==> config.mk <==
export PLATFORM = sky130hd
export DESIGN_NAME = pfcc_top
export DESIGN_NICKNAME = d
export VERILOG_FILES = /design/src/include/pfcc_pkg.sv /design/src/pfcc_bus_cycle.sv /design/src/pfcc_apb_regs.sv /design/src/pfcc_top.sv
export SDC_FILE = /design/constraint.sdc
export NUM_CORES = 1
export LEC_CHECK = 0
export ABC_AREA = 1
export BUFFER_PORTS_ARGS = -buffer_cell sky130_fd_sc_hd__buf_2
export CORE_ASPECT_RATIO = 1.75
export CORE_MARGIN = 3
export CORE_UTILIZATION = 45
export CTS_BUF_LIST = sky130_fd_sc_hd__clkbuf_16
export CTS_CLUSTER_SIZE = 25
export DETAILED_ROUTE_END_ITERATION = 8
export PLACE_DENSITY = 0.74
export SETUP_SLACK_MARGIN = 0.5
export SYNTH_ARGS = -nofsm -noshare
export SYNTH_HDL_FRONTEND = slang
export SYNTH_HIERARCHICAL = 1
export SYNTH_SLANG_ARGS = --single-unit
==> constraint.sdc <==
create_clock -name i_mclk -period 6.1 [get_ports i_mclk]
set_clock_uncertainty 0.15 [all_clocks]
set_input_delay 0.305 -clock i_mclk [delete_from_list [all_inputs] [get_ports i_mclk]]
set_output_delay 0.305 -clock i_mclk [all_outputs]
set_load 0.05 [all_outputs]
==> src/include/pfcc_pkg.sv <==
// package: constants, commands and carriers of the parallel flash command controller
package pfcc_pkg;
  // clock and bus timing, figures in their own units, counts derived
  localparam int CLK_NS = 10;
  localparam int T_WP_NS = 50; // write strobe low time, well above the noise filter
  localparam int WP_CYC = (T_WP_NS + CLK_NS - 1) / CLK_NS;
  localparam int T_ACC_NS = 85; // read access time
  localparam int ACC_CYC = (T_ACC_NS + CLK_NS - 1) / CLK_NS;
  localparam int T_RST_NS = 500; // reset pin low time
  localparam int RST_CYC = (T_RST_NS + CLK_NS - 1) / CLK_NS;
  localparam int T_SUSP_US = 15; // longest time to halt an erase
  localparam int SUSP_CYC = (T_SUSP_US * 1000 + CLK_NS - 1) / CLK_NS;
  localparam int T_SETTLE_NS = 100; // time for the done line to fall
  localparam int SETTLE_CYC = (T_SETTLE_NS + CLK_NS - 1) / CLK_NS;
  localparam int T_PWRUP_MS = 10; // delay before programming after reset
  localparam int PWRUP_CYC = T_PWRUP_MS * 1000000 / CLK_NS;
  localparam int CNT_W = 12;
  localparam int PWR_W = 24;

  // register offsets (byte addresses)
  localparam logic [7:0] OFS_CMD = 8'h00;
  localparam logic [7:0] OFS_ADDR = 8'h04;
  localparam logic [7:0] OFS_WDATA = 8'h08;
  localparam logic [7:0] OFS_STATUS = 8'h0C;
  localparam logic [7:0] OFS_RDATA = 8'h10;

  // command addresses and codes
  localparam logic [20:0] ADR_555 = 21'h000555;
  localparam logic [20:0] ADR_AAA = 21'h000AAA;
  localparam logic [20:0] ADR_BLKB = 21'h000080;
  localparam logic [15:0] D_UNLK1 = 16'h00AA;
  localparam logic [15:0] D_UNLK2 = 16'h0055;
  localparam logic [15:0] D_ERASE = 16'h0080;
  localparam logic [15:0] D_CHIP = 16'h0010;
  localparam logic [15:0] D_SECT = 16'h0030;
  localparam logic [15:0] D_LOCK = 16'h0060;
  localparam logic [15:0] D_PROG = 16'h00A0;
  localparam logic [15:0] D_SUSP = 16'h00B0;
  localparam logic [15:0] D_RESUME = 16'h0030;
  localparam logic [15:0] D_IDIN = 16'h0090;
  localparam logic [15:0] D_IDOUT = 16'h00F0;
  localparam logic [15:0] D_PROT = 16'h00C0;
  localparam logic [15:0] D_PLOCK = 16'h0000;

  typedef enum logic [3:0] {
    OP_READ = 4'h0, OP_CHIP_ERASE = 4'h1, OP_SECT_ERASE = 4'h2, OP_PROGRAM = 4'h3,
    OP_SECT_LOCK = 4'h4, OP_SUSPEND = 4'h5, OP_RESUME = 4'h6, OP_ID_ENTRY = 4'h7,
    OP_ID_EXIT3 = 4'h8, OP_ID_EXIT1 = 4'h9, OP_PROT_PROG = 4'hA, OP_PROT_LOCK = 4'hB,
    OP_BLKB_STAT = 4'hC, OP_HW_RESET = 4'hD
  } pfcc_op_t;

  // flash pins driven by the bus cycle engine
  typedef struct packed {
    logic ce_n;
    logic oe_n;
    logic we_n;
    logic [20:0] addr;
    logic [15:0] dq_o;
    logic dq_oe;
  } pfcc_pins_t;

  // one bus cycle request
  typedef struct packed {
    logic is_read;
    logic [20:0] addr;
    logic [15:0] data;
  } pfcc_step_t;

  typedef struct packed {
    logic psel;
    logic penable;
    logic pwrite;
    logic [7:0] paddr;
    logic [31:0] pwdata;
  } pfcc_apb_req_t;

  typedef struct packed {
    logic busy;
    logic rdy_pin;
    logic prog_ok;
    logic id_mode;
    logic suspended;
    logic refused;
    logic [15:0] rdata;
  } pfcc_status_t;
endpackage

==> src/pfcc_bus_cycle.sv <==
// one asynchronous flash bus cycle, write or read
`timescale 1ns/1ns
module pfcc_bus_cycle (
  input wire logic i_mclk,
  input wire logic i_sys_rst,
  input wire logic i_clk_en,
  input wire logic i_start,
  input wire pfcc_pkg::pfcc_step_t i_step,
  input wire logic [15:0] i_dq,
  output logic o_done,
  output logic [15:0] o_rdata,
  output pfcc_pkg::pfcc_pins_t o_pins
);
  typedef enum logic [1:0] {
    PH_IDLE = 2'b00, PH_SETUP = 2'b01, PH_STROBE = 2'b10, PH_HOLD = 2'b11
  } pfcc_ph_t;

  typedef struct packed {
    pfcc_ph_t ph;
    logic rd;
    logic [3:0] cnt;
    logic done;
    logic [15:0] rdata;
    pfcc_pkg::pfcc_pins_t pins;
  } pfcc_bc_state_t;

  pfcc_bc_state_t s;
  pfcc_bc_state_t next_s;

  // phase sequencing: chip select first, strobe second, release in reverse order
  always_comb begin
    next_s = s;
    next_s.done = 1'b0;
    case (s.ph)
      PH_IDLE: begin
        if (i_start) begin
          next_s.ph = PH_SETUP;
          next_s.rd = i_step.is_read;
          next_s.pins.ce_n = 1'b0;
          next_s.pins.addr = i_step.addr;
          next_s.pins.dq_o = i_step.data;
          next_s.pins.dq_oe = ~i_step.is_read;
        end
      end
      PH_SETUP: begin
        next_s.ph = PH_STROBE;
        if (s.rd) begin
          next_s.pins.oe_n = 1'b0;
          next_s.cnt = 4'(pfcc_pkg::ACC_CYC - 1);
        end else begin
          next_s.pins.we_n = 1'b0; // (output enable stays high)
          next_s.cnt = 4'(pfcc_pkg::WP_CYC - 1);
        end
      end
      PH_STROBE: begin
        if (s.cnt != 4'h0) begin
          next_s.cnt = s.cnt - 4'h1;
        end else begin
          next_s.ph = PH_HOLD;
          next_s.pins.oe_n = 1'b1;
          next_s.pins.we_n = 1'b1;
          if (s.rd) begin
            next_s.rdata = i_dq;
          end
        end
      end
      PH_HOLD: begin
        // data still driven while the strobe rises, so the device latches it cleanly
        next_s.ph = PH_IDLE;
        next_s.pins.ce_n = 1'b1;
        next_s.pins.dq_oe = 1'b0;
        next_s.done = 1'b1;
      end
      default: begin
        next_s.ph = PH_IDLE;
      end
    endcase
  end

  // state register
  always_ff @(posedge i_mclk) begin
    if (i_sys_rst) begin
      s <= '{ph: PH_IDLE, rd: 1'b0, cnt: 4'h0, done: 1'b0, rdata: 16'h0000,
             pins: '{ce_n: 1'b1, oe_n: 1'b1, we_n: 1'b1, addr: 21'h000000,
                     dq_o: 16'h0000, dq_oe: 1'b0}};
    end else if (i_clk_en) begin
      s <= next_s;
    end
  end

  assign o_done = s.done;
  assign o_rdata = s.rdata;
  assign o_pins = s.pins;
endmodule // pfcc_bus_cycle

==> src/pfcc_apb_regs.sv <==
// apb slave holding the command, address and data registers
`timescale 1ns/1ns
module pfcc_apb_regs (
  input wire logic i_mclk,
  input wire logic i_sys_rst,
  input wire logic i_clk_en,
  input wire pfcc_pkg::pfcc_apb_req_t i_apb,
  input wire pfcc_pkg::pfcc_status_t i_status,
  output logic [31:0] o_prdata,
  output logic o_pready,
  output logic o_pslverr,
  output logic o_cmd_valid,
  output logic [3:0] o_cmd_op,
  output logic [20:0] o_addr,
  output logic [15:0] o_wdata
);
  typedef struct packed {
    logic ready;
    logic slverr;
    logic [31:0] prdata;
    logic cmd_valid;
    logic [3:0] op;
    logic [20:0] addr;
    logic [15:0] wdata;
  } pfcc_rg_state_t;

  pfcc_rg_state_t s;
  pfcc_rg_state_t next_s;
  logic mapped;

  // decode, read mux and write update
  always_comb begin
    next_s = s;
    next_s.cmd_valid = 1'b0;
    next_s.slverr = 1'b0;
    mapped = (i_apb.paddr == pfcc_pkg::OFS_CMD) || (i_apb.paddr == pfcc_pkg::OFS_ADDR) ||
             (i_apb.paddr == pfcc_pkg::OFS_WDATA) || (i_apb.paddr == pfcc_pkg::OFS_STATUS) ||
             (i_apb.paddr == pfcc_pkg::OFS_RDATA);
    // one wait state: ready rises the cycle after the access phase opens
    next_s.ready = i_apb.psel & i_apb.penable & ~s.ready;
    if (i_apb.psel & i_apb.penable & ~s.ready) begin
      next_s.slverr = ~mapped;
      next_s.prdata = 32'h00000000;
      if (!i_apb.pwrite) begin
        case (i_apb.paddr)
          pfcc_pkg::OFS_CMD: next_s.prdata = {28'h0000000, s.op};
          pfcc_pkg::OFS_ADDR: next_s.prdata = {11'h000, s.addr};
          pfcc_pkg::OFS_WDATA: next_s.prdata = {16'h0000, s.wdata};
          pfcc_pkg::OFS_STATUS: next_s.prdata = {26'h0000000, i_status.refused,
            i_status.suspended, i_status.id_mode, i_status.prog_ok, i_status.rdy_pin,
            i_status.busy};
          pfcc_pkg::OFS_RDATA: next_s.prdata = {16'h0000, i_status.rdata};
          default: next_s.prdata = 32'h00000000;
        endcase
      end
    end
    // writes take effect only at the edge where ready is seen high
    if (i_apb.psel & i_apb.penable & s.ready & i_apb.pwrite) begin
      case (i_apb.paddr)
        pfcc_pkg::OFS_CMD: begin
          next_s.op = i_apb.pwdata[3:0];
          next_s.cmd_valid = 1'b1;
        end
        pfcc_pkg::OFS_ADDR: next_s.addr = i_apb.pwdata[20:0];
        pfcc_pkg::OFS_WDATA: next_s.wdata = i_apb.pwdata[15:0];
        default: next_s.op = s.op;
      endcase
    end
  end

  // state register
  always_ff @(posedge i_mclk) begin
    if (i_sys_rst) begin
      s <= '{ready: 1'b0, slverr: 1'b0, prdata: 32'h00000000, cmd_valid: 1'b0,
             op: 4'h0, addr: 21'h000000, wdata: 16'h0000};
    end else if (i_clk_en) begin
      s <= next_s;
    end
  end

  assign o_prdata = s.prdata;
  assign o_pready = s.ready;
  assign o_pslverr = s.slverr;
  assign o_cmd_valid = s.cmd_valid;
  assign o_cmd_op = s.op;
  assign o_addr = s.addr;
  assign o_wdata = s.wdata;
endmodule // pfcc_apb_regs

==> src/pfcc_top.sv <==
// host controller that drives a dual-plane parallel flash through its pins
//
// Overview of operation
// - write is strobe pulse, output enable high
// - resume carries plane on top address bits
// - block B lock needs data bit 1 zero
// - protection reads sit inside id mode
// - unlock writes AA at 555, 55 at AAA
//
// Decided for this implementation: the APB slave port and the placing of the registers.
`timescale 1ns/1ns
module pfcc_top #(
  parameter int PWRUP_CYC = pfcc_pkg::PWRUP_CYC,
  parameter int SUSP_CYC = pfcc_pkg::SUSP_CYC
) (
  input wire logic i_mclk,
  input wire logic i_sys_rst,
  input wire logic i_clk_en,
  input wire pfcc_pkg::pfcc_apb_req_t i_apb,
  output logic [31:0] o_prdata,
  output logic o_pready,
  output logic o_pslverr,
  output pfcc_pkg::pfcc_pins_t o_flash,
  output logic o_flash_rst_n,
  input wire logic [15:0] i_dq,
  input wire logic i_rdy
);
  typedef enum logic [2:0] {
    ST_RST = 3'b000, ST_IDLE = 3'b001, ST_CYCLE = 3'b010, ST_SETTLE = 3'b011,
    ST_WAIT_RDY = 3'b100, ST_DELAY = 3'b101
  } pfcc_st_t;

  typedef struct packed {
    pfcc_st_t st;
    logic [3:0] op;
    logic [2:0] idx;
    logic [20:0] addr;
    logic [15:0] data;
    logic [pfcc_pkg::CNT_W-1:0] cnt;
    logic [pfcc_pkg::PWR_W-1:0] pwr;
    logic rst_n;
    logic start;
    logic id_mode;
    logic susp;
    logic refused;
    logic [15:0] rdata;
  } pfcc_main_state_t;

  pfcc_main_state_t s;
  pfcc_main_state_t next_s;
  pfcc_pkg::pfcc_status_t status;
  pfcc_pkg::pfcc_step_t step;
  logic cmd_valid;
  logic [3:0] cmd_op;
  logic [20:0] reg_addr;
  logic [15:0] reg_wdata;
  logic bc_done;
  logic [15:0] bc_rdata;
  logic is_prog;
  logic id_ok;

  // number of bus cycles of each command
  function automatic logic [2:0] step_count(input logic [3:0] op);
    case (op)
      pfcc_pkg::OP_CHIP_ERASE, pfcc_pkg::OP_SECT_ERASE, pfcc_pkg::OP_SECT_LOCK: step_count = 3'd6;
      pfcc_pkg::OP_PROGRAM, pfcc_pkg::OP_PROT_PROG, pfcc_pkg::OP_PROT_LOCK,
      pfcc_pkg::OP_BLKB_STAT: step_count = 3'd4;
      pfcc_pkg::OP_ID_ENTRY, pfcc_pkg::OP_ID_EXIT3: step_count = 3'd3;
      default: step_count = 3'd1;
    endcase
  endfunction

  // address and data of bus cycle idx of a command; upper data byte zero except in the data word of a program or protection program
  function automatic pfcc_pkg::pfcc_step_t step_of(input logic [3:0] op, input logic [2:0] idx,
                                                    input logic [20:0] a, input logic [15:0] d);
    pfcc_pkg::pfcc_step_t r;
    r.is_read = 1'b0;
    r.addr = pfcc_pkg::ADR_555;
    r.data = pfcc_pkg::D_UNLK1;
    if (idx == 3'd1 || idx == 3'd4) begin
      r.addr = pfcc_pkg::ADR_AAA;
      r.data = pfcc_pkg::D_UNLK2;
    end
    case (op)
      pfcc_pkg::OP_READ: begin
        r.is_read = 1'b1;
        r.addr = a;
      end
      pfcc_pkg::OP_CHIP_ERASE, pfcc_pkg::OP_SECT_ERASE, pfcc_pkg::OP_SECT_LOCK: begin
        if (idx == 3'd2) r.data = pfcc_pkg::D_ERASE;
        if (idx == 3'd5) begin
          r.addr = (op == pfcc_pkg::OP_CHIP_ERASE) ? pfcc_pkg::ADR_555 : a;
          r.data = (op == pfcc_pkg::OP_CHIP_ERASE) ? pfcc_pkg::D_CHIP :
                   (op == pfcc_pkg::OP_SECT_ERASE) ? pfcc_pkg::D_SECT : pfcc_pkg::D_LOCK;
        end
      end
      pfcc_pkg::OP_PROGRAM, pfcc_pkg::OP_PROT_PROG: begin
        if (idx == 3'd2) begin
          r.data = (op == pfcc_pkg::OP_PROGRAM) ? pfcc_pkg::D_PROG : pfcc_pkg::D_PROT;
        end
        if (idx == 3'd3) begin
          r.addr = a;
          r.data = d;
        end
      end
      pfcc_pkg::OP_PROT_LOCK: begin
        if (idx == 3'd2) r.data = pfcc_pkg::D_PROT;
        if (idx == 3'd3) begin
          r.addr = pfcc_pkg::ADR_BLKB;
          r.data = pfcc_pkg::D_PLOCK;
        end
      end
      pfcc_pkg::OP_BLKB_STAT: begin
        if (idx == 3'd2) r.data = pfcc_pkg::D_IDIN;
        if (idx == 3'd3) begin
          r.is_read = 1'b1;
          r.addr = pfcc_pkg::ADR_BLKB;
        end
      end
      pfcc_pkg::OP_ID_ENTRY: if (idx == 3'd2) r.data = pfcc_pkg::D_IDIN;
      pfcc_pkg::OP_ID_EXIT3: if (idx == 3'd2) r.data = pfcc_pkg::D_IDOUT;
      pfcc_pkg::OP_ID_EXIT1: r.data = pfcc_pkg::D_IDOUT;
      pfcc_pkg::OP_SUSPEND: r.data = pfcc_pkg::D_SUSP;
      pfcc_pkg::OP_RESUME: begin
        r.addr = {a[20:19], 19'h00000};
        r.data = pfcc_pkg::D_RESUME;
      end
      default: r.data = pfcc_pkg::D_UNLK1;
    endcase
    return r;
  endfunction

  pfcc_apb_regs u_regs (
    .i_mclk(i_mclk),
    .i_sys_rst(i_sys_rst),
    .i_clk_en(i_clk_en),
    .i_apb(i_apb),
    .i_status(status),
    .o_prdata(o_prdata),
    .o_pready(o_pready),
    .o_pslverr(o_pslverr),
    .o_cmd_valid(cmd_valid),
    .o_cmd_op(cmd_op),
    .o_addr(reg_addr),
    .o_wdata(reg_wdata)
  );

  pfcc_bus_cycle u_cycle (
    .i_mclk(i_mclk),
    .i_sys_rst(i_sys_rst),
    .i_clk_en(i_clk_en),
    .i_start(s.start),
    .i_step(step),
    .i_dq(i_dq),
    .o_done(bc_done),
    .o_rdata(bc_rdata),
    .o_pins(o_flash)
  );

  // status seen by software
  always_comb begin
    status.busy = (s.st != ST_IDLE);
    status.rdy_pin = i_rdy;
    status.prog_ok = (s.pwr == '0) && (s.st != ST_RST);
    status.id_mode = s.id_mode;
    status.suspended = s.susp;
    status.refused = s.refused;
    status.rdata = s.rdata;
  end

  // step of the current command, held stable for the bus engine
  assign step = step_of(s.op, s.idx, s.addr, s.data);

  // commands that alter the array are refused until the power-up delay has run out
  assign is_prog = is_prog_op(cmd_op);
  // inside id mode only reads, exits, block B status and a hard reset make sense
  assign id_ok = ~s.id_mode || (cmd_op == pfcc_pkg::OP_READ) ||
                 (cmd_op == pfcc_pkg::OP_ID_EXIT3) || (cmd_op == pfcc_pkg::OP_ID_EXIT1) ||
                 (cmd_op == pfcc_pkg::OP_HW_RESET) || (cmd_op == pfcc_pkg::OP_BLKB_STAT);

  // command sequencer
  always_comb begin
    next_s = s;
    next_s.start = 1'b0;
    if (s.pwr != '0) begin
      next_s.pwr = s.pwr - 1'b1;
    end
    case (s.st)
      ST_RST: begin
        // device aborts and floats while its reset pin is low
        if (s.cnt != '0) begin
          next_s.cnt = s.cnt - 1'b1;
        end else begin
          next_s.rst_n = 1'b1;
          next_s.pwr = pfcc_pkg::PWR_W'(PWRUP_CYC);
          next_s.id_mode = 1'b0;
          next_s.susp = 1'b0;
          next_s.st = ST_IDLE;
        end
      end
      ST_IDLE: begin
        if (cmd_valid) begin
          if (!id_ok || (is_prog && s.pwr != '0) || cmd_op > pfcc_pkg::OP_HW_RESET) begin
            next_s.refused = 1'b1;
          end else if (cmd_op == pfcc_pkg::OP_HW_RESET) begin
            next_s.refused = 1'b0;
            next_s.rst_n = 1'b0;
            next_s.cnt = pfcc_pkg::CNT_W'(pfcc_pkg::RST_CYC - 1);
            next_s.st = ST_RST;
          end else begin
            next_s.refused = 1'b0;
            next_s.op = cmd_op;
            next_s.addr = reg_addr;
            next_s.data = reg_wdata;
            next_s.idx = 3'd0;
            next_s.start = 1'b1;
            next_s.st = ST_CYCLE;
          end
        end
      end
      ST_CYCLE: begin
        if (bc_done) begin
          if (step.is_read) begin
            next_s.rdata = bc_rdata;
          end
          if (s.idx != step_count(s.op) - 3'd1) begin
            next_s.idx = s.idx + 3'd1;
            next_s.start = 1'b1;
          end else begin
            next_s.st = ST_IDLE;
            case (s.op)
              pfcc_pkg::OP_ID_ENTRY, pfcc_pkg::OP_BLKB_STAT: next_s.id_mode = 1'b1;
              pfcc_pkg::OP_ID_EXIT3, pfcc_pkg::OP_ID_EXIT1: next_s.id_mode = 1'b0;
              pfcc_pkg::OP_RESUME: next_s.susp = 1'b0;
              pfcc_pkg::OP_SUSPEND: begin
                // give the device its full halt time before the next access
                next_s.susp = 1'b1;
                next_s.cnt = pfcc_pkg::CNT_W'(SUSP_CYC - 1);
                next_s.st = ST_DELAY;
              end
              default: begin
                if (is_prog_op(s.op)) begin
                  next_s.cnt = pfcc_pkg::CNT_W'(pfcc_pkg::SETTLE_CYC - 1);
                  next_s.st = ST_SETTLE;
                end
              end
            endcase
          end
        end
      end
      ST_SETTLE: begin
        // the done line may take a moment to fall after the last strobe
        if (s.cnt != '0) begin
          next_s.cnt = s.cnt - 1'b1;
        end else begin
          next_s.st = ST_WAIT_RDY;
        end
      end
      ST_WAIT_RDY: begin
        // no timeout here: a stuck line is visible as busy in status
        if (i_rdy) begin
          next_s.st = ST_IDLE;
        end
      end
      ST_DELAY: begin
        if (s.cnt != '0) begin
          next_s.cnt = s.cnt - 1'b1;
        end else begin
          next_s.st = ST_IDLE;
        end
      end
      default: begin
        next_s.st = ST_IDLE;
      end
    endcase
  end

  function automatic logic is_prog_op(input logic [3:0] op);
    is_prog_op = (op == pfcc_pkg::OP_PROGRAM) || (op == pfcc_pkg::OP_CHIP_ERASE) ||
                 (op == pfcc_pkg::OP_SECT_ERASE) || (op == pfcc_pkg::OP_PROT_PROG) ||
                 (op == pfcc_pkg::OP_PROT_LOCK) || (op == pfcc_pkg::OP_SECT_LOCK);
  endfunction

  // state register; the flash sees its reset pin low first after system reset
  always_ff @(posedge i_mclk) begin
    if (i_sys_rst) begin
      s <= '{st: ST_RST, op: 4'h0, idx: 3'h0, addr: 21'h000000, data: 16'h0000,
             cnt: pfcc_pkg::CNT_W'(pfcc_pkg::RST_CYC - 1), pwr: '0, rst_n: 1'b0,
             start: 1'b0, id_mode: 1'b0, susp: 1'b0, refused: 1'b0, rdata: 16'h0000};
    end else if (i_clk_en) begin
      s <= next_s;
    end
  end

  assign o_flash_rst_n = s.rst_n;
endmodule // pfcc_top

Word level (Yosys, flattened, before mapping):

Memory sizes are Yosys's and may differ from the RTL's. A register that Yosys moved wholly into a read port is not among the register bits.
Index checks and enable logic that the tools add are counted.

* flip-flop bits (word level): 245
* latch bits: 0
* memory bits (writable): 0
* ROM bits: 48
* output and inout bits: 76
* word-level logic and storage cells: 261
* memories kept: 1

Memory list
* (no name shown): depth 16, bits a word 3, read ports 1, clocked after memory_dff 1, write ports 0, line pfcc_top.sv:64 `case (op)`

* add/subtract/negate cells: 5
* $mul: 0
* divide/modulo/power cells: 0
* magnitude comparators: 1
* equality and inequality tests: 62
* shift operators: 0
* muxes and demuxes: 82
* bitwise logic cells: 11
* reductions and logical operators: 68

Operators by type and width (number)
* one-hot mux 16 bit (9 select lines): 1
* one-hot mux 21 bit (6 select lines): 1
* two-way mux 59 bit: 2
* two-way mux 37 bit: 3
* one-hot mux 21 bit (5 select lines): 1
* two-way mux 16 bit: 6
* two-way mux 12 bit: 5
* two-way mux 24 bit: 2
* equality test 4 bit (second input constant): 11
* two-way mux 44 bit: 1
* two-way mux 21 bit: 2
* two-way mux 42 bit: 1
* one-hot mux 12 bit (3 select lines): 1
* two-way mux 3 bit: 11
* two-way mux 33 bit: 1
* two-way mux 32 bit: 1
* two-way mux 28 bit: 1
* inequality test 2 bit (second input constant): 13
* two-way mux 25 bit: 1
* logical NOT 24 bit: 1
* one-hot mux 12 bit (2 select lines): 1
* AND reduction 3 bit: 8
* nonzero test 24 bit: 1
* subtractor 24 x 1 -> 24 bit (second input constant): 1
* 55 further kinds: 152

Depth between registers and ports, before layout:

Gate-level depths: netlist of run 1.

* depth after elaboration: 13
* depth in mapped cells: 15
* gate-level depth less buffers: 15

Cells and area by module:

Netlist of run 1, hierarchy kept.

Modules (own cells, without submodules)
* pfcc_top: instances 1, cells an instance 926, area each 6004.5 um^2, seq. area each 2142.1 um^2
* pfcc_apb_regs: instances 1, cells an instance 422, area each 3066.7 um^2, seq. area each 1301.2 um^2
* pfcc_bus_cycle: instances 1, cells an instance 393, area each 3056.7 um^2, seq. area each 1301.2 um^2

Least setup slack after synthesis of run 1:

Ideal clock, no wire load.

* path type: flip-flop to flip-flop
* from: register, netlist name s[21]
* to: register with a tool-made name
* arrival time: 2020 ps
* setup slack: 3816 ps
* cell stages (with the launch flop): 16
* buffers on the path: 1
* clock period less this slack: 2284 ps
* path through: dfxtp_1 > inv_1 > ha_1 > nand2_1 > nor2_2 > nand3_4 > nand2_2 > nand4_2 > buf_2 > a21oi_1 > inv_1 > ha_1 > inv_1 > nand2_1 > nand3_1 > nand2_1

==> results_dict.tcl, run 1 <==
set metrics [dict create \
    net-switching-power_w 0.001632 \
    first_global_vias 10430 \
    synthTopCellsByArea "dfxtp_1 (39%), nand2_1 (11%), a21oi_1 (6.9%), nor2_1 (6.5%), inv_1 (5.9%)" \
    synth-edff-count 0 \
    min_period_over_period_pct 50.03 \
    viasPerCell 5.240 \
    clockRootBuffer "clkbuf_16" \
    rsz0062_at_grt "no" \
    grt_max_degree 98 \
    worstPathArrival_ns 3.32 \
    fmax_ghz 0.3277 \
    grt_pass1_wl_um 51370 \
    synth_top_area_share_pct 39.12 \
    timing.final.ws_setup_ns 3.048 \
    route.detailed.wl_per_inst_um 14.73 \
    syn_to_final_growth_pct 10.44 \
    seqPwrFrac_pct 39.3 \
    dp_slack_ns 2.730 \
    cp.required_ns 6.37 \
    dp_hpwl_um 22940 \
    clk_pin_slew_ns 0.06 \
    post_cts_buffers 0 \
    whs_ns 0.05161 \
    die_area_um2 29030 \
    yosysWarnings 6 \
    yosys.cell_count.top_type "nand2_1" \
    layout_min_cycle_time_ns 3.052 \
    wl_um 31430 \
    synth_ff_type "dfxtp_1" \
    yosys.area_share.xor_xnor_pct 0.7944 \
    drc 0 \
    ys_async_sr_fraction_pct 0 \
    grt_busiest_layer "met2" \
    numClockSinks 237 \
    p_comb_share_pct 29.0 \
    cts_tree "done" \
    synth_top_family_by_area "simple AND/OR/NAND/NOR gates" \
    gr-total-overflow 0 \
    synth_area_per_cell_um2 6.966 \
    synth_mux_area_share_pct 0 \
    start_util_pct 46.20 \
    core_um2 26250 \
    worst_slew_pin_slew_ns 1.089 \
    insertion_delay_ns 0.53 \
    cts_buffers 22 \
    finalPower_w 0.004600 \
    synth_area_um2 12130 \
    hp-class "in -> reg" \
    yosys.area_share.simple_pct 29.41 \
    reg2reg_from "s[101]$_SDFFE_PP0P_" \
    p_leak_nw 5.642 \
    finalSetupViolations 0 \
    die_x_um 130.1 \
    ys_ff_latch 237 \
    final.setup.tns_ns 0 \
    ctsHtreeMaxLevel 1 \
    io_buffers 116 \
    report.final.slew_viol_count 0 \
    gr-usage-met1_pct 26.92 \
    synth-compound-area-share_pct 15.00 \
    die_y_um 223.2 \
    path_class "reg -> reg" \
    nNetsFinal 1877 \
    swShare_pct 35.47 \
    dr.pass1.iters 6 \
    syn_inst 1741 \
    cts-resized-gates 0 \
    antenna_found_initial 0 \
    synth_top_area_cell "dfxtp_1" \
    run_status "completed" \
    p_per_area_nw_per_um2 343.4 \
    boundaryPins 139 \
    peakVddDrop_v 0.0002709 \
    rows 78 \
    met2_usage_pct 36.43 \
    num_vias 11180 \
    stdcell_count 2133 \
    p_clk_share_pct 31.7 \
    cap_violations 0 \
    min_from "i_apb[42]" \
    seq_area_frac_synth_pct 39.12 \
    finalHoldViolCount 0 \
    grt_usage_pct 21.20 \
    worstPathMaxFanout 62 \
    grt_util_met3_pct 2.659 \
    drt_iter0_drc 1050 \
    synth_cell_types 55 \
    cp-start-kind "flop" \
    clockBufferDepth 3 \
    slew_headroom_pct 27.40 \
    synth_common_cells "nand2_1 (368), dfxtp_1 (237), nor2_1 (210), inv_1 (190), a21oi_1 (168)" \
    dpl.cell_count 2056 \
    power.internal_w 0.002968 \
    startpoint "s[101]$_SDFFE_PP0P_" \
    layout-drive-gt1-share_pct 12.19 \
    cp-end-kind "flop" \
    yosys.area_share.adder_pct 1.651 \
    antenna_left 0 \
    gp_congestion 0.8932 \
    ctsHoldBuffers 38 \
    n_antenna_cell 0 \
]
==> state kept, by name, summed over array words and instances, names as in the netlist, 4 cells and up, named ones only <==
| register | cells |
|---|---|
| u_regs/o_cmd_op | 4 |
| u_regs/o_wdata | 16 |
| u_regs/o_prdata | 21 |
| u_regs/o_addr | 21 |
| u_cycle/s | 7 |
| u_cycle/o_rdata | 16 |
| u_cycle/o_pins | 41 |
| s | 103 |
==> metal layers <==
metal,vias to the layer above,part of all wire [%]
li1,5667,-
met1,5081,41
met2,367,49
met3,62,6.2
met4,0,3.3
met5,-,0
==> cell families (layout without fill, tap and decap cells) <==
| group | Yosys count | after routing |
|---|---|---|
| AO/OA/AOI/OAI | 332 | 332 |
| XOR/XNOR | 11 | 11 |
| adder cells (fa/ha/maj) | 16 | 16 |
| buffers and inverters | 339 | 401 |
| flip-flops | 237 | 237 |
| other | 1 | 11 |
| AND/OR/NAND/NOR | 805 | 805 |
==> path summary, 6_finish.rpt <==
kind	slack, ns	cells past startpoint	endpoint
worst max-delay path	3.05	13	flop
worst min-delay path	0.05	5	u_regs/o_pslverr$_SDFFE_PP0P_
worst max register to register	3.05	13	flop
worst min register to register	0.30	2	s[57]$_SDFFE_PP0N_
==> power by group through the flow <==
stage	registers, W	logic [W]	clock network, W
2_1_floorplan	0.00180	0.00110	0
3_3_place_gp	0.00183	0.00127	0
3_5_place_dp	0.00184	0.00130	0
4_1_cts	0.00180	0.00133	0.00150
5_1_grt	0.00183	0.00154	0.00155
6_report	0.00181	0.00133	0.00146
==> layout make-up <==
type / instances / area [um2]
fill: 2541 / 12860
tap: 320 / 400.4
clock buffer: 22 / 550.5
multi-input combinational: 1175 / 5724
sequential: 237 / 4745
timing repair buffer: 159 / 1001
inverter: 203 / 764.5
clock inverter: 17 / 209.0
==> stage by stage <==
step                      instance area, um2  utilization [%]
final                                  13390            51.02
after global routing                   13390            51.02
after CTS                              13390            51.02
after detailed placement               12250            46.68
after global placement                 12250            46.68
after floorplan                        12170                -
==> critical path, stage by stage, from the launching register on <==
cell and delay, ns:
dfxtp_1 0.42, nand2_1 0.11, nor2_2 0.15, inv_2 0.10, nor3_4 0.63, nand4_2 0.15
buf_4 0.32, nand2_1 0.12, nand3_1 0.19, ha_1 0.37, inv_1 0.06, nand2_1 0.05
nand3_1 0.06, nand2_1 0.05
==> cells in the final DEF, fill, tap and decap left out, drive strengths merged, types with 2 or more instances in the layout <==
cell type    Yosys  layout
nand2          380     380
dfxtp          237     237
nor2           230     230
inv            198     201
a21oi          169     169
buf            108     121
nand3          116     116
o21ai          108     108
nor3            52      52
dlygate4sd3      0      38
a211oi          28      28
clkbuf          28      22
nand4           18      18
ha              16      16
clkinv           5      14
a31oi           11      11
conb             1      11
xor2             9       9
o211ai           5       5
bufinv           0       5
nor4             3       3
o2111ai          3       3
o22ai            2       2
a21boi           2       2
xnor2            2       2
o31ai            2       2
or2              2       2
Power figures use the tool's default switching activity.
==> run 2, diff against run 1 <==
--- a/config.mk
+++ b/config.mk
@@ -13,7 +13,7 @@
 export CTS_BUF_LIST = sky130_fd_sc_hd__clkbuf_16
 export CTS_CLUSTER_SIZE = 25
 export DETAILED_ROUTE_END_ITERATION = 8
-export PLACE_DENSITY = 0.74
+export PLACE_DENSITY = 0.77
 export SETUP_SLACK_MARGIN = 0.5
 export SYNTH_ARGS = -nofsm -noshare
 export SYNTH_HDL_FRONTEND = slang
==> constraint.sdc (replaced) <==
create_clock -name i_mclk -period 2.8 [get_ports i_mclk]
set_clock_uncertainty 0.15 [all_clocks]
set_input_delay 0.14 -clock i_mclk [delete_from_list [all_inputs] [get_ports i_mclk]]
set_output_delay 0.14 -clock i_mclk [all_outputs]
set_load 0.05 [all_outputs]
==> results_dict.tcl, run 2 (same netlist as run 1, synthesis figures left out) <==
set metrics [dict create \
    path_class "reg -> reg" \
    grt_usage_pct 21.60 \
    boundaryPins 139 \
    die_area_um2 29030 \
    die_x_um 130.1 \
    min_period_over_period_pct 80.26 \
    worstPathArrival_ns 2.52 \
    report.final.slew_viol_count 0 \
    slowest_delay_ns 0.34 \
    numClockSinks 237 \
    place_area_um2 12380 \
    critPathTopFamily "simple AND/OR/NAND/NOR gates" \
    num_vias 11430 \
    cts_buffers 22 \
    path_buf_inv 2 \
    nNetsFinal 1906 \
    top_register "s" \
    viasPerCell 5.287 \
    cp.required_ns 3.07 \
    wl_um 32590 \
    drt_iter0_drc 952 \
    rows 78 \
    critical_path.cell_chain "inv_2 -> nand2_2 -> nor2_4 -> inv_2 -> nor3_4 -> nand4_4 -> nand2_2 -> nand3_4 -> ha_4 -> nand3_1 -> nand3_1 -> nand2_1" \
    first_global_vias 10950 \
    antenna_found_initial 1 \
    rsz0062_at_grt "yes" \
    design_area_um2 13860 \
    grt_max_degree 160 \
    slew_headroom_pct 49.40 \
    layout-drive-gt1-share_pct 16.73 \
    route.detailed.wl_per_inst_um 15.07 \
    layout_commonest_cell "nand2_1" \
    syn_to_final_growth_pct 14.25 \
    grt_pass1_wl_um 52720 \
    clk_pin_slew_ns 0.06 \
    insertion_delay_ns 0.52 \
    clockBufferDepth 3 \
    die_y_um 223.2 \
    cp-end-kind "flop" \
    finalPower_w 0.009974 \
    antenna_left 0 \
    dp_hpwl_um 23000 \
    finalHoldViolCount 0 \
    cp-start-kind "flop" \
    run_status "completed" \
    p_per_area_nw_per_um2 719.8 \
    gr-total-overflow 0 \
    core_um2 26250 \
    cts_tree "done" \
    gp_congestion 0.9195 \
    final.setup.tns_ns 0 \
    worstPathMaxFanout 5 \
    hp-class "in -> reg" \
    stdcell_count 2162 \
    dpl.cell_count 2068 \
    ctsHtreeMaxLevel 1 \
    start_util_pct 46.20 \
    clockRootBuffer "clkbuf_16" \
    finalSetupViolations 0 \
    p_leak_nw 5.833 \
    largest_reg_flops 103 \
    peakVddDrop_v 0.0005153 \
    fmax_ghz 0.4450 \
    cap_violations 0 \
    worst_slew_pin_slew_ns 0.7581 \
    drc 0 \
    io_buffers 116 \
    dr.pass1.iters 6 \
    layout_min_cycle_time_ns 2.247 \
    final_cell_mix "nand2_1 (360), dfxtp_1 (227), nor2_1 (195)" \
    critPathSlowestCell "dfxtp_1" \
]
[run 2: cell count changes in the layout (fill, tap and decap cells not counted), sizes merged]
cell         before  now
buf             121  145
bufinv            5    1
dlygate4sd3      38   42
inv             201  204
clkbuf           22   23
clkinv           14   13
clkinvlp          0    1
diode             0    1
[run 2: through the flow]
stage	setup slack (ns)	hold slack (ns)	utilization [%]
finish	0.5526	0.04420	52.78
global route	0.4250	0.07669	52.78
CTS	0.4993	0.02493	51.50
detailed placement	0.2805	0.2274	47.16
global placement	0.3567	0.2212	47.16
floorplan	0.5164	0.1309	-
[run 2: worst paths after layout]
kind	end	start	slack (ns)	depth (start not counted)
max	flop	s[103]$_SDFFE_PP0P_	0.55	12
min	u_regs/o_prdata[3]$_SDFFE_PP0P_	i_apb[40]	0.04	6
max reg2reg	flop	s[103]$_SDFFE_PP0P_	0.55	12
min reg2reg	s[21]$_SDFFE_PP0P_	s[21]$_SDFFE_PP0P_	0.29	1
[run 2: final cells by class]
type | instances | area, um2
flip-flops and latches | 237 | 4757
clock inverters | 16 | 106.4
well taps | 320 | 400.4
repair buffers | 188 | 1287
fillers | 2497 | 12400
inverters | 203 | 772.0
clock buffers | 22 | 550.5
diodes | 1 | 2.502
multi-input cells | 1175 | 5979
[run 2: routing by layer]
layer	global-route usage [%]	vias up	wire, um
met5	0	-	0
met4	10.13	0	1557
met3	2.827	108	2032
met2	36.22	429	15650
met1	27.07	5170	13350
li1	-	5723	-
[run 2: power by group]
| group | total [W] | internal (W) | switching (W) |
|---|---|---|---|
| Sequential | 0.00396 | 0.00367 | 0.000291 |
| Combinational | 0.00319 | 0.00106 | 0.00213 |
| Clock | 0.00283 | 0.00152 | 0.00130 |
[run 2: repair_timing]
item | in CTS | in global routing
buffers inserted | 1 | 11
hold buffers | 42 | 0
cloned | 0 | 1
resized for setup | 18 | 66
setup endpoints to repair | 28 | 80
hold endpoints to repair | 63 | 0
pin swaps | 1 | 17
[run 2: worst reg2reg max path: stages, from the launching register on]
cell and delay [ns]:
dfxtp_1 0.34, inv_2 0.09, nand2_2 0.08, nor2_4 0.12
inv_2 0.10, nor3_4 0.28, nand4_4 0.21, nand2_2 0.16
nand3_4 0.12, ha_4 0.30, nand3_1 0.07, nand3_1 0.07
nand2_1 0.05
==> run 3, diff against run 2 <==
--- a/config.mk
+++ b/config.mk
@@ -5,7 +5,7 @@
 export SDC_FILE = /design/constraint.sdc
 export NUM_CORES = 1
 export LEC_CHECK = 0
-export ABC_AREA = 1
+export ABC_AREA = 0
 export BUFFER_PORTS_ARGS = -buffer_cell sky130_fd_sc_hd__buf_2
 export CORE_ASPECT_RATIO = 1.75
 export CORE_MARGIN = 3
@@ -13,7 +13,7 @@
 export CTS_BUF_LIST = sky130_fd_sc_hd__clkbuf_16
 export CTS_CLUSTER_SIZE = 25
 export DETAILED_ROUTE_END_ITERATION = 8
-export PLACE_DENSITY = 0.77
+export PLACE_DENSITY = 0.74
 export SETUP_SLACK_MARGIN = 0.5
 export SYNTH_ARGS = -nofsm -noshare
 export SYNTH_HDL_FRONTEND = slang
==> constraint.sdc (replaced) <==
create_clock -name i_mclk -period 2.11 [get_ports i_mclk]
set_clock_uncertainty 0.15 [all_clocks]
set_input_delay 0.1055 -clock i_mclk [delete_from_list [all_inputs] [get_ports i_mclk]]
set_output_delay 0.1055 -clock i_mclk [all_outputs]
set_load 0.05 [all_outputs]
==> results_dict.tcl, run 3 <==
set metrics [dict create \
    cpMostUsedCell "or4_4" \
    gr-total-overflow 0 \
    timing.final.ws_setup_ns -0.8286 \
    clk_pin_slew_ns 0.06 \
    cp.required_ns 2.39 \
    cp-end-kind "flop" \
    p_leak_nw 6.792 \
    layout-drive-gt1-share_pct 39.11 \
    antenna_found_initial 0 \
    yosys.cell_count.top_type "dfxtp_1" \
    finalHoldViolCount 18 \
    grt_usage_pct 25.87 \
    final_cell_mix "dfxtp_1 (221), buf_4 (185), nand2_1 (184)" \
    drc 0 \
    top_register "s" \
    finalPower_w 0.01202 \
    wl_um 41120 \
    syn_to_final_growth_pct 41.72 \
    yosysWarnings 6 \
    min_period_over_period_pct 139.3 \
    fmax_ghz 0.3403 \
    nNetsFinal 1898 \
    synth_ff_type "dfxtp_1" \
    cp-start-kind "flop" \
    die_y_um 223.5 \
    violations "hold timing, setup timing" \
    cts_tree "done" \
    die_x_um 130.3 \
    slew_headroom_pct 47.98 \
    report.final.slew_viol_count 0 \
    post-route-util_pct 64.83 \
    layout_commonest_cell "dfxtp_1" \
    n_antenna_cell 0 \
    run_status "finished, violations left" \
    layout.area.seq_um2 4777 \
    seq_area_frac_synth_pct 39.01 \
    whs_ns -0.2203 \
    synth-edff-count 0 \
    clockRootBuffer "clkbuf_16" \
    ctsHtreeMaxLevel 1 \
    hold_path_depth 2 \
    cts_buffers 23 \
    worstPathArrival_ns 3.22 \
    layout_min_cycle_time_ns 2.939 \
    viasPerCell 5.864 \
    route.detailed.wl_per_inst_um 19.04 \
    worst_slew_pin_slew_ns 0.7786 \
    dp_hpwl_um 26670 \
    synth_top_area_share_pct 39.01 \
    start_util_pct 45.74 \
    p_per_area_nw_per_um2 697.5 \
    synthTopCellsByArea "dfxtp_1 (39%), a21oi_1 (8.1%), nand2_1 (7.1%), mux2i_1 (4.5%), buf_4 (4.4%)" \
    ctsHoldBuffers 54 \
    fillCellCount 1983 \
    final.setup.tns_ns -48.41 \
    design_area_um2 17240 \
    gp_congestion 0.9787 \
    dr.pass1.iters 5 \
    path_class "reg -> reg" \
    critPathSlowestCell "or4_4" \
    grt_pass1_wl_um 61380 \
    ys_async_sr_fraction_pct 0 \
    boundaryPins 139 \
    die_area_um2 29110 \
    io_buffers 116 \
    first_global_vias 12270 \
    drt_iter0_drc 1086 \
    largest_reg_flops 103 \
    numClockSinks 237 \
    synth_area_um2 12160 \
    peakVddDrop_v 0.0007256 \
    synth_common_cells "dfxtp_1 (237), nand2_1 (229), a21oi_1 (197), nor2_1 (121), o21ai_0 (79)" \
    syn_inst 1539 \
    cap_violations 0 \
    rsz0062_at_grt "yes" \
    ys_ff_latch 237 \
    insertion_delay_ns 0.54 \
    finalSetupViolations 132 \
    core_um2 26590 \
    worstPathMaxFanout 4 \
    slowest_delay_ns 0.53 \
    synth_cell_types 88 \
    r2r_cells 8 \
    rows 79 \
    synth_area_per_cell_um2 7.903 \
    synth_top_area_cell "dfxtp_1" \
    critical_path.cell_chain "or4_4 -> nand4bb_1 -> buf_6 -> or3_4 -> or4_4 -> a211oi_4 -> mux2i_1 -> o21ai_2" \
    num_vias 12670 \
    place_area_um2 13980 \
    clockBufferDepth 3 \
    antenna_left 0 \
    hp-class "in -> reg" \
    grt_max_degree 126 \
    multi_input_area_um2 7784 \
]
==> run 3: area by class of cell <==
| type | instances | area share [%] |
|---|---|---|
| Timing Repair Buffer | 417 | 19.68 |
| Multi-Input combinational cell | 1109 | 45.15 |
| Clock buffer | 23 | 3.339 |
| Inverter | 31 | 0.7984 |
| Tap cell | 324 | 2.352 |
| Sequential cell | 237 | 27.71 |
| Clock inverter | 19 | 0.9654 |
==> run 3: worst paths after layout <==
check	start	endpoint	slack (ns)
worst max-delay path	s[28]$_SDFFE_PP0P_	flop	-0.83
worst max register to register	s[28]$_SDFFE_PP0P_	flop	-0.83
worst min register to register	u_cycle/o_pins[21]$_SDFFE_PP0P_	u_cycle/o_pins[21]$_SDFFE_PP0P_	0.30
worst min-delay path	i_sys_rst	s[95]$_SDFFE_PP0P_	-0.22
==> run 3: critical path, delay by kind of cell (launching register included) <==
kind            cells  cell delay, ns
mux                 1            0.27
buf+inv             1            0.15
simple gates        4            1.58
flops               1            0.32
compound gates      2            0.37
==> run 3: cells by family (layout without fill, tap and decap cells) <==
| family | Yosys count | count (layout) | synth area share [%] |
|---|---|---|---|
| AO/OA/AOI/OAI | 432 | 432 | 21.03 |
| XOR/XNOR | 25 | 25 | 1.913 |
| adder cells (fa/ha/maj) | 17 | 17 | 1.728 |
| buffers and inverters | 204 | 490 | 9.258 |
| flip-flops | 237 | 237 | 39.01 |
| multiplexers | 59 | 59 | 4.989 |
| other | 1 | 11 | 0.03083 |
| AND/OR/NAND/NOR | 564 | 565 | 22.05 |
==> run 3: power by group <==
group	leakage, nW	switching [W]	internal (W)
Clock	0.363	0.00189	0.00226
Sequential	1.92	0.0000972	0.00463
Combinational	4.51	0.00167	0.00148
==> run 3: stage by stage <==
step           hold slack (ns)  std cells  worst slack, ns
4_1_cts                -0.2446       2127          -0.8073
3_5_place_dp            0.2152       2009          -0.8155
2_1_floorplan          0.09944       1549          -0.7151
6_report               -0.2203       2160          -0.8286
5_1_grt                -0.2218       2160          -0.8928
3_3_place_gp            0.2064       2009          -0.7456
==> run 3: routing by layer <==
metal	routed length, um	global-route usage (%)
met1	15020	29.13
met5	0	0
met3	2135	2.659
met4	2553	13.89
met2	21400	46.67
==> run 3: timing repair <==
item                                   CTS  global route
setup endpoints to repair              188           197
setup buffers                           18            31
cloned                                   4             2
endpoints found under the hold margin   96            18
pin swaps                               88           115
resized for setup                      165           242
